**config.mk**
```make
export PLATFORM = sky130hd
export DESIGN_NAME = crmc_top
export DESIGN_NICKNAME = d
export VERILOG_FILES = /design/src/shared/crmc_pkg.sv /design/src/rtl/crmc_sync.sv /design/src/rtl/crmc_top.sv
export SDC_FILE = /design/constraint.sdc
export NUM_CORES = 1
export LEC_CHECK = 0
export ABC_CLOCK_PERIOD_IN_PS = 2200
export BUFFER_PORTS_ARGS = -buffer_cell sky130_fd_sc_hd__buf_2
export CAP_MARGIN = 20
export CORE_ASPECT_RATIO = 1.4
export CORE_MARGIN = 3
export CORE_UTILIZATION = 47
export DETAILED_ROUTE_END_ITERATION = 7
export PLACE_DENSITY = 0.8
export SKIP_LAST_GASP = 1
export SLEW_MARGIN = 30
export SYNTH_ARGS = -nofsm -noshare
export SYNTH_HDL_FRONTEND = slang
export SYNTH_HIERARCHICAL = 1
export SYNTH_SLANG_ARGS = --single-unit
```
**constraint.sdc**
```tcl
create_clock -name sys_clk -period 2.2 [get_ports sys_clk]
set_input_delay 0.33 -clock sys_clk [delete_from_list [all_inputs] [get_ports sys_clk]]
set_output_delay 0.33 -clock sys_clk [all_outputs]
set_load 0.01 [all_outputs]
```
**src/shared/crmc_pkg.sv**
```systemverilog
// Constants, field layouts and carrier types for the reset and mode control block.
// Assumes a single 50 MHz clock domain and an APB register port with 32-bit data.
//
// Function
// Coprocessor reset asserts only while system reset and processor-only reset both assert.
// Processor reset asserts when either system reset or processor-only reset asserts.
// Processor-only reset alone resets the processor and leaves the coprocessor running.
// System reset restarts the generated peripheral clock so its phase is synchronised.
// Two active-low ROM selects pick the boot ROM devices during initialisation.
// With ROM shadowing on, ROM selects stay inactive and ROM accesses go to DRAM.
// Bus status outputs mark a system bus cycle start and encode its type.
// While the float test input is high, every output buffer is disabled.
// The board holds both test inputs low; the second one is never driven high.
// With turbo asserted, ready generation adds no wait states to local cycles.
// With turbo deasserted, ready generation inserts extra wait states into every cycle.
// The DRAM write strobe asserts for local writes and stays inactive for reads.
// The processor drives write/read select to say whether a cycle writes or reads.
// Reset outputs are registered on the internal clock for clean synchronous release.
`default_nettype none

package crmc_pkg;

  // ---------------------------------------------------------------------------
  // Register map
  // ---------------------------------------------------------------------------
  localparam int CRMC_ADDR_W = 8;
  localparam logic [7:0] CRMC_CTRL_OFS = 8'h00;
  localparam logic [7:0] CRMC_STATUS_OFS = 8'h04;

  // Control register fields and reset value.
  localparam int CRMC_CTRL_SHADOW_BIT = 0;
  localparam int CRMC_CTRL_WAIT_LSB = 4;
  localparam int CRMC_WAIT_W = 4;
  localparam logic [31:0] CRMC_CTRL_RESET = 32'h0000_0040;

  // Status register fields.
  localparam int CRMC_ST_CPU_RST_BIT = 0;
  localparam int CRMC_ST_NPX_RST_BIT = 1;
  localparam int CRMC_ST_TURBO_BIT = 2;
  localparam int CRMC_ST_FLOAT_BIT = 3;
  localparam int CRMC_ST_BUSY_BIT = 4;
  localparam int CRMC_ST_SHADOW_BIT = 5;

  // ---------------------------------------------------------------------------
  // Timing
  // ---------------------------------------------------------------------------
  localparam int CRMC_SYNC_STAGES = 2;
  localparam int CRMC_PCLK_DIV = 2;
  localparam logic [1:0] CRMC_STATUS_WRITE = 2'b10;
  localparam logic [1:0] CRMC_STATUS_READ = 2'b01;

  // ---------------------------------------------------------------------------
  // Types
  // ---------------------------------------------------------------------------
  // Pin inputs, used both for the asynchronous pins and for the levels after the synchroniser.
  typedef struct packed {
    logic system_reset_in;
    logic cpu_only_reset_in;
    logic output_float_test;
    logic reserved_test_in;
    logic turbo_n;
    logic write_read_sel;
    logic legacy_ready_n;
    logic cycle_req;
    logic cycle_local;
    logic cycle_mem_io;
    logic cycle_rom;
    logic cycle_rom_hi;
  } crmc_pin_in_t;

  // Output pin group; the enable group uses the same layout.
  typedef struct packed {
    logic cpu_reset_out;
    logic coproc_reset_out;
    logic rom_select0_n;
    logic rom_select1_n;
    logic bus_status0_n;
    logic bus_status1_n;
    logic legacy_mem_io_select;
    logic dram_write_n;
    logic ready_n;
    logic periph_clk_n;
  } crmc_pin_out_t;

  typedef enum logic [1:0] {
    CRMC_IDLE = 2'b00,
    CRMC_START = 2'b01,
    CRMC_WAIT = 2'b10,
    CRMC_DONE = 2'b11
  } crmc_state_t;

endpackage

`default_nettype wire

```
**src/rtl/crmc_sync.sv**
```systemverilog
// Two-stage synchroniser for a group of asynchronous pin levels.
// Assumes the inputs are levels that hold for several clock periods.
`default_nettype none

module crmc_sync #(
  parameter int WIDTH = 1
) (
  // Clock and reset.
  input wire logic sys_clk,
  input wire logic reset,
  // Levels from pins and levels in the clock domain.
  input wire logic [WIDTH-1:0] async_in,
  output logic [WIDTH-1:0] sync_out
);

  logic [WIDTH-1:0] stage1;

  // The first stage feeds only the second stage.
  always_ff @(posedge sys_clk or posedge reset) begin
    if (reset) begin
      stage1 <= '0;
      sync_out <= '0;
    end else begin
      stage1 <= async_in;
      sync_out <= stage1;
    end
  end

endmodule

`default_nettype wire

```
**src/rtl/crmc_top.sv**
```systemverilog
// Reset, ROM select, bus status, write strobe and ready generation for the CPU companion.
// Assumes pin inputs are asynchronous levels and an APB master reaches the registers.
//
// The APB register port and the register offsets are this design's own decisions.
`default_nettype none

module crmc_top
  import crmc_pkg::*;
#(
  parameter int PCLK_DIV = CRMC_PCLK_DIV
) (
  // Clock and reset.
  input wire logic sys_clk,
  input wire logic reset,
  // APB slave port.
  input wire logic psel,
  input wire logic penable,
  input wire logic pwrite,
  input wire logic [CRMC_ADDR_W-1:0] paddr,
  input wire logic [31:0] pwdata,
  input wire logic [3:0] pstrb,
  output logic [31:0] prdata,
  output logic pready,
  output logic pslverr,
  // Asynchronous pin inputs.
  input wire crmc_pin_in_t pin_in,
  // Pin outputs and their active-low output enables.
  output crmc_pin_out_t pin_out,
  output crmc_pin_out_t pin_oe_n
);

  // ---------------------------------------------------------------------------
  // Helpers
  // ---------------------------------------------------------------------------
  // Encodes the two active-low status lines for a system bus cycle.
  function automatic logic [1:0] bus_status(input logic is_write);
    bus_status = is_write ? CRMC_STATUS_WRITE : CRMC_STATUS_READ;
  endfunction

  // Matches a word address against one register offset.
  function automatic logic reg_hit(input logic [CRMC_ADDR_W-1:0] addr,
                                   input logic [7:0] ofs);
    reg_hit = (addr == ofs);
  endfunction

  // ---------------------------------------------------------------------------
  // Pin input synchronisation
  // ---------------------------------------------------------------------------
  crmc_pin_in_t pins;
  logic [$bits(crmc_pin_in_t)-1:0] pins_raw;

  crmc_sync #(
    .WIDTH($bits(crmc_pin_in_t))
  ) u_sync (
    .sys_clk(sys_clk),
    .reset(reset),
    .async_in(pin_in),
    .sync_out(pins_raw)
  );

  assign pins = crmc_pin_in_t'(pins_raw);

  // ---------------------------------------------------------------------------
  // Registers
  // ---------------------------------------------------------------------------
  logic shadow_en;
  logic [CRMC_WAIT_W-1:0] slow_waits;
  logic [31:0] next_prdata;
  logic [31:0] status_word;
  logic [31:0] ctrl_word;
  wire hit_ctrl = reg_hit(paddr, CRMC_CTRL_OFS);
  wire hit_status = reg_hit(paddr, CRMC_STATUS_OFS);
  wire mapped = hit_ctrl | hit_status;
  wire setup_phase = psel & ~penable;
  wire access_phase = psel & penable;
  wire ctrl_write = access_phase & pwrite & hit_ctrl & pstrb[0];

  // Reset and cycle state that software may observe.
  logic cpu_reset_q;
  logic coproc_reset_q;
  logic cycle_busy;

  // The slave answers in the first access cycle; unmapped addresses give an error.
  assign pready = 1'b1;
  assign pslverr = access_phase & ~mapped;

  // Read views of the control and status registers.
  assign ctrl_word = {24'h00_0000, slow_waits, 3'b000, shadow_en};
  assign status_word = {26'h000_0000, shadow_en, cycle_busy, pins.output_float_test,
                        ~pins.turbo_n, coproc_reset_q, cpu_reset_q};

  // Read data is chosen during setup and held by a flip-flop for the access cycle.
  assign next_prdata = hit_ctrl ? ctrl_word :
                       hit_status ? status_word : 32'h0000_0000;

  // Control register: shadowing select and the non-turbo wait count.
  always_ff @(posedge sys_clk or posedge reset) begin
    if (reset) begin
      shadow_en <= CRMC_CTRL_RESET[CRMC_CTRL_SHADOW_BIT];
      slow_waits <= CRMC_CTRL_RESET[CRMC_CTRL_WAIT_LSB +: CRMC_WAIT_W];
    end else if (ctrl_write) begin
      shadow_en <= pwdata[CRMC_CTRL_SHADOW_BIT];
      slow_waits <= pwdata[CRMC_CTRL_WAIT_LSB +: CRMC_WAIT_W];
    end
  end

  // Read data register.
  always_ff @(posedge sys_clk or posedge reset) begin
    if (reset) begin
      prdata <= 32'h0000_0000;
    end else if (setup_phase) begin
      prdata <= pwrite ? 32'h0000_0000 : next_prdata;
    end
  end

  // ---------------------------------------------------------------------------
  // Reset outputs
  // ---------------------------------------------------------------------------
  // Either reset input resets the processor; only both together reset the coprocessor.
  wire next_cpu_reset = pins.system_reset_in | pins.cpu_only_reset_in;
  wire next_coproc_reset = pins.system_reset_in & pins.cpu_only_reset_in;

  // The synchroniser comes out of block reset holding zeros, so the reset outputs
  // stay asserted until it has filled; otherwise they would glitch low on release.
  logic [1:0] sync_fill;
  wire sync_full = (sync_fill == 2'(CRMC_SYNC_STAGES));

  // Counts the edges that fill the synchroniser after block reset.
  always_ff @(posedge sys_clk or posedge reset) begin
    if (reset) begin
      sync_fill <= 2'd0;
    end else if (!sync_full) begin
      sync_fill <= sync_fill + 2'd1;
    end
  end

  // Registered so that release is clean and aligned to the clock.
  always_ff @(posedge sys_clk or posedge reset) begin
    if (reset) begin
      cpu_reset_q <= 1'b1;
      coproc_reset_q <= 1'b1;
    end else if (sync_full) begin
      cpu_reset_q <= next_cpu_reset;
      coproc_reset_q <= next_coproc_reset;
    end
  end

  // ---------------------------------------------------------------------------
  // Peripheral clock output
  // ---------------------------------------------------------------------------
  localparam int DIV_W = (PCLK_DIV > 2) ? $clog2(PCLK_DIV) : 1;
  localparam logic [DIV_W-1:0] DIV_LAST = DIV_W'(PCLK_DIV - 1);
  localparam logic [DIV_W-1:0] DIV_HALF = DIV_W'(PCLK_DIV / 2);
  logic [DIV_W-1:0] div_cnt;
  logic pclk_n_q;
  wire div_wrap = (div_cnt == DIV_LAST);
  wire [DIV_W-1:0] next_div_cnt = div_wrap ? '0 : div_cnt + 1'b1;

  // System reset holds the divider at phase zero, so every clock edge starts aligned.
  always_ff @(posedge sys_clk or posedge reset) begin
    if (reset) begin
      div_cnt <= '0;
      pclk_n_q <= 1'b1;
    end else if (pins.system_reset_in) begin
      div_cnt <= '0;
      pclk_n_q <= 1'b1;
    end else begin
      div_cnt <= next_div_cnt;
      pclk_n_q <= (next_div_cnt < DIV_HALF) ? 1'b0 : 1'b1;
    end
  end

  // ---------------------------------------------------------------------------
  // Bus cycle control
  // ---------------------------------------------------------------------------
  crmc_state_t state;
  crmc_state_t next_state;
  logic req_prev;
  logic cyc_write;
  logic cyc_local;
  logic cyc_mem_io;
  logic cyc_rom;
  logic cyc_rom_hi;
  logic [CRMC_WAIT_W-1:0] wait_cnt;
  wire req_rise = pins.cycle_req & ~req_prev;
  wire rom_to_dram = pins.cycle_rom & shadow_en;
  wire start_local = pins.cycle_local | rom_to_dram;
  wire turbo = ~pins.turbo_n;
  wire [CRMC_WAIT_W-1:0] start_waits = turbo ? '0 : slow_waits;
  wire waits_done = (wait_cnt == '0);
  wire system_done = cyc_local | ~pins.legacy_ready_n;
  wire abort = next_cpu_reset;

  // Next state: a cycle starts on a request edge, waits out its count and ends in ready.
  always_comb begin
    next_state = state;
    case (state)
      CRMC_IDLE: begin
        if (req_rise) begin
          next_state = CRMC_START;
        end
      end
      CRMC_START: begin
        next_state = CRMC_WAIT;
      end
      CRMC_WAIT: begin
        if (waits_done && system_done) begin
          next_state = CRMC_DONE;
        end
      end
      CRMC_DONE: begin
        next_state = CRMC_IDLE;
      end
      default: begin
        next_state = CRMC_IDLE;
      end
    endcase
  end

  // State and request edge memory.
  always_ff @(posedge sys_clk or posedge reset) begin
    if (reset) begin
      state <= CRMC_IDLE;
      req_prev <= 1'b0;
    end else begin
      state <= abort ? CRMC_IDLE : next_state;
      req_prev <= pins.cycle_req;
    end
  end

  // Cycle attributes are caught at the start; write/read comes from the processor.
  always_ff @(posedge sys_clk or posedge reset) begin
    if (reset) begin
      cyc_write <= 1'b0;
      cyc_local <= 1'b0;
      cyc_mem_io <= 1'b0;
      cyc_rom <= 1'b0;
      cyc_rom_hi <= 1'b0;
    end else if (state == CRMC_IDLE && req_rise) begin
      cyc_write <= pins.write_read_sel;
      cyc_local <= start_local;
      cyc_mem_io <= pins.cycle_mem_io;
      cyc_rom <= pins.cycle_rom & ~shadow_en;
      cyc_rom_hi <= pins.cycle_rom_hi;
    end
  end

  // Wait state counter, loaded at the start from the turbo setting.
  always_ff @(posedge sys_clk or posedge reset) begin
    if (reset) begin
      wait_cnt <= '0;
    end else if (state == CRMC_IDLE) begin
      wait_cnt <= start_waits;
    end else if (state == CRMC_WAIT && !waits_done) begin
      wait_cnt <= wait_cnt - 1'b1;
    end
  end

  assign cycle_busy = (state != CRMC_IDLE);

  // ---------------------------------------------------------------------------
  // Cycle outputs
  // ---------------------------------------------------------------------------
  logic [1:0] status_n_q;
  logic rom0_n_q;
  logic rom1_n_q;
  logic we_n_q;
  logic ready_n_q;
  logic mem_io_q;
  wire start_sys = (state == CRMC_START) & ~cyc_local;
  wire in_cycle = (state == CRMC_START) | (state == CRMC_WAIT);
  wire rom_active = in_cycle & cyc_rom & ~shadow_en;
  wire [1:0] next_status_n = start_sys ? bus_status(cyc_write) : 2'b11;

  // Registered cycle outputs.
  always_ff @(posedge sys_clk or posedge reset) begin
    if (reset) begin
      status_n_q <= 2'b11;
      rom0_n_q <= 1'b1;
      rom1_n_q <= 1'b1;
      we_n_q <= 1'b1;
      ready_n_q <= 1'b1;
      mem_io_q <= 1'b0;
    end else begin
      status_n_q <= next_status_n;
      rom0_n_q <= ~(rom_active & ~cyc_rom_hi);
      rom1_n_q <= ~(rom_active & cyc_rom_hi);
      we_n_q <= ~(in_cycle & cyc_local & cyc_write);
      ready_n_q <= ~(next_state == CRMC_DONE && state == CRMC_WAIT && !abort);
      mem_io_q <= in_cycle ? cyc_mem_io : mem_io_q;
    end
  end

  // ---------------------------------------------------------------------------
  // Pin drivers
  // ---------------------------------------------------------------------------
  // Output values from flip-flops.
  assign pin_out.cpu_reset_out = cpu_reset_q;
  assign pin_out.coproc_reset_out = coproc_reset_q;
  assign pin_out.rom_select0_n = rom0_n_q;
  assign pin_out.rom_select1_n = rom1_n_q;
  assign pin_out.bus_status0_n = status_n_q[0];
  assign pin_out.bus_status1_n = status_n_q[1];
  assign pin_out.legacy_mem_io_select = mem_io_q;
  assign pin_out.dram_write_n = we_n_q;
  assign pin_out.ready_n = ready_n_q;
  assign pin_out.periph_clk_n = pclk_n_q;

  // The float test input disables every output buffer while it is high.
  assign pin_oe_n = pins.output_float_test ? '1 : '0;

endmodule

`default_nettype wire

```
### Yosys cells after proc, flatten, opt, wreduce, memory -nomap -nowiden

Index checks and enable logic that the tools add are counted.

* logic and storage cells: 97
* input bits: 61
* register bits after elaboration: 86
* output and inout bits: 54

* $add $sub $neg: 3
* bitwise operators: 34
* multiplexer cells: 17
* reduce and logical (&&, ||, !) cells: 12
* eq/ne operators: 6
* order comparisons: 1

Operators by type and width (count)
* 1-bit AND: 17
* 8-bit two-way mux: 2
* 4-bit two-way mux: 3
* 1-bit NOT: 12
* 10-bit two-way mux: 1
* 2-bit two-way mux: 5
* 2-bit equality test, second input constant: 4
* 8-bit by 3-bit equality test with 1-bit output, second input constant: 1
* 8-bit zero test: 1
* 2-bit one-hot mux with 4 select lines: 1
* 6-bit two-way mux: 1
* 1-bit logical AND: 5
* 1-bit bitwise OR: 5
* 4-bit zero test: 1
* 1-bit two-way mux: 4
* 2-bit nonzero test: 2
* 4-bit by 1-bit subtractor with 4-bit output, second input constant: 1
* 2-bit by 1-bit adder with 2-bit output, second input constant: 1
* 2-bit by 1-bit equality test with 1-bit output, second input constant: 1
* 1-bit zero test: 2
* 2-bit zero test: 1
* 1-bit adder, second input constant: 1
* 1-bit < comparator, second input constant: 1

### Logic depth before layout (Yosys ltp)

* depth in word-level cells: 9
* depth in mapped cells: 6
* gate-level depth less buffers: 5

### By module

The synthesis kept the hierarchy.

Modules (own cells, without submodules)
* crmc_top: area each 1978.1 um^2, seq. area each 963.4 um^2, cells each 187, times used 1
* crmc_sync: area each 604.3 um^2, seq. area each 600.6 um^2, cells each 25, times used 1

### Least setup slack after synthesis

Ideal clock, no wire load.

* path type: register to register
* start point: register state[0]
* end point: register wait_cnt[3]
* data arrival time: 1646 ps
* path slack: 473 ps
* clock period less this slack: 1727 ps
* stages on the path, launching flop included: 7
* required time: 2118 ps
* cell sequence: dfrtp_1 inv_1 ha_1 buf_4 or4b_1 or3b_1 a31oi_1

* longest elaborated chain between the ends: 3
* elaborated cells between the ends (all ways): 5
* those cells by class: eq/ne: 1; mux: 1; reduce/logical: 3

RTL lines
* start, declared: line crmc_top.sv:176 `crmc_state_t state;`
* start signal, assigned: line crmc_top.sv:226 `state <= abort ? CRMC_IDLE : next_state;`
* 2-bit equality test: line crmc_top.sv:254 `end else if (state == CRMC_WAIT && !waits_done) begin`
* 1-bit logical AND: line crmc_top.sv:254
* 2-bit nonzero test (no source line)
* end signal, assigned: line crmc_top.sv:253 `wait_cnt <= start_waits;`
* end signal, assigned: line crmc_top.sv:255 `wait_cnt <= wait_cnt - 1'b1;`
* end, declared: line crmc_top.sv:184 `logic [CRMC_WAIT_W-1:0] wait_cnt;`

Several ways; a longest one is shown, not always the timed one.
A chain may end at the register's enable or synchronous reset.

### Final worst setup path

Ends and elaborated chain as after synthesis.

==> impl_metrics.py <==
metrics = {
    "routing": {
        "drtPass1Iterations": 4,
        "avgViaCountPerCell": 4.65,
        "vias": 1520,
        "wirelength_um": 3970,
        "wire_per_inst_um": 12.1,
        "drcViolationCount": 0,
        "drt_iter0_markers": 48,
        "drtAntennaViolNets": 0,
    },
    "yosys": {
        "synth_cells": 210,
        "synthesis.area_um2": 2530,
        "yosysWarnings": 6,
        "syn_avg_cell_area_um2": 12.1,
    },
    "timing": {
        "period_share": 0.865,
        "hold_viol": 0,
        "worstMarginPinSlew_ns": 0.772,
        "rsz0062_at_grt": "false",
        "fmax_mhz": 525,
        "drv_slew": 0,
        "whs_ns": 0.103,
        "relSlewSlack": 0.485,
        "min_period_ns": 1.90,
        "setup_viol_count_final": 0,
        "setup_tns_ns": 0,
        "setup_ws_ns": 0.296,
        "skew_ns": 0.00670,
    },
    "power_and_ir_drop": {
        "switching_share": 0.219,
        "cellPowerDensity_nw_per_um2": 847,
        "leakage_uw": 0.00143,
        "internal_power_uw": 1900,
        "seq_power_share": 0.492,
        "vdd_drop_max_v": 0.000573,
        "p_sw_uw": 533,
        "clkPwrFrac": 0.433,
        "comb_power_share": 0.075,
    },
    "clocking": {
        "root_buffer": "clkbuf_8",
        "cts_made_buffers": 9,
        "post_cts_buffers": 0,
        "worstSkewPairLatency_ns": 0.33,
        "cts_buffer_depth": 2,
        "post_cts_resized": 0,
        "clock_sinks": 60,
        "cts.clk_slew.worst_paths_ns": 0.06,
        "cts_tree": "done",
        "holdBufCountCts": 0,
        "htree_levels": 3,
    },
    "setup_path": {
        "r2r_slack_ns": 0.30,
        "required_ns": 2.45,
        "worstPathArrival_ns": 2.16,
        "worstSetupPathType": "register to register",
        "r2r_cells": 5,
        "worst_setup_path_start_kind": "register",
        "cp_max_fo": 9,
        "end_kind": "register",
    },
    "finish": {
        "fillers": 453,
        "diodes": 0,
        "post-route-util": 0.554,
        "multi_input_area_um2": 726,
        "final_net_count": 322,
        "layout_common_cells": "buf_2 (58), dfrtp_1 (50), conb_1 (25), nand2_1 (13), o21ai_0 (13)",
        "layout-drive-gt1-share": 0.375,
        "syn_to_final_growth_pct": 13.6,
        "regArea_um2": 1510,
        "final_common_cell": "buf_2",
    },
    "floorplan": {
        "die_area_um2": 6320,
        "die_h_um": 92.9,
        "rows": 31,
        "io_pins": 115,
        "start_util": 0.487,
        "fp.dieW_um": 68.0,
        "core_um2": 5200,
    },
    "place": {
        "pre_cts_ws_ns": 0.295,
        "dp_hpwl_um": 2840,
        "io_buffers": 58,
        "globalplace.congestion": 0.741,
    },
    "global_routing": {
        "overflow": 0,
        "first_global_vias": 1466,
        "grt.total_usage": 0.141,
        "grt_max_degree": 39,
        "grt_pass1_wl_um": 6420,
        "antenna_found_initial": 0,
    },
    "worst_hold_path": {
        "hold_path_class": "input pin to register",
        "worstHoldPathCells": 1,
    },
    "status": {
        "status": "finished clean",
    },
    "run": {
        "max_cap_viol_count": 0,
    },
}
[path summary, 6_finish.rpt]
check                             startpoint                  end
max                                 state[0]          wait_cnt[3]
min                                pin_in[2]     u_sync/stage1[2]
max reg2reg                         state[0]          wait_cnt[3]
min reg2reg                u_sync/stage1[11]  u_sync/sync_out[11]
max in group asynchronous              reset   u_sync/sync_out[5]
min in group asynchronous              reset              div_cnt
[state kept, by name, summed over array words and instances (netlist names), 2 cells and up]
name	cells
u_sync/stage1	11
slow_waits	4
status_n_q	2
u_sync/sync_out	11
prdata	8
state	2
sync_fill	2
wait_cnt	4
[metrics by stage]
step | power [uW] | area, um2 | std cells
3_3_place_gp | 1400 | 2660 | 311
4_1_cts | 2480 | 2880 | 327
3_5_place_dp | 1400 | 2660 | 311
2_1_floorplan | 1390 | 2620 | 233
5_1_grt | 2560 | 2880 | 327
6_report | 2440 | 2880 | 327
[metal layers]
metal	GRT usage	wire length (um)	vias up
li1	-	-	724
met4	0.0896	62	0
met5	0	0	-
met1	0.154	1590	725
met2	0.225	2020	64
met3	0.0510	296	7
[power by group through the flow]
stage / registers [uW] / logic, uW / clock network [uW]
6_report: 1200 / 183 / 1050
5_1_grt: 1210 / 206 / 1150
4_1_cts: 1200 / 187 / 1090
3_5_place_dp: 1220 / 186 / 0
3_3_place_gp: 1210 / 182 / 0
2_1_floorplan: 1210 / 176 / 0
[critical path, stage by stage (launching register included)]
cell and delay (ns):
dfrtp_1 0.39, inv_1 0.10, ha_1 0.32, or4b_1 0.49, or3b_1 0.36, a31oi_1 0.17
[final cells by class]
class,instances,share of cell area
sequential,60,0.526
multi-input combinational,115,0.252
timing repair buffer,59,0.103
clock buffer,11,0.0491
tap,66,0.0287
clock inverter,5,0.0261
inverter,11,0.0143
(Power assumes the default switching activity.)
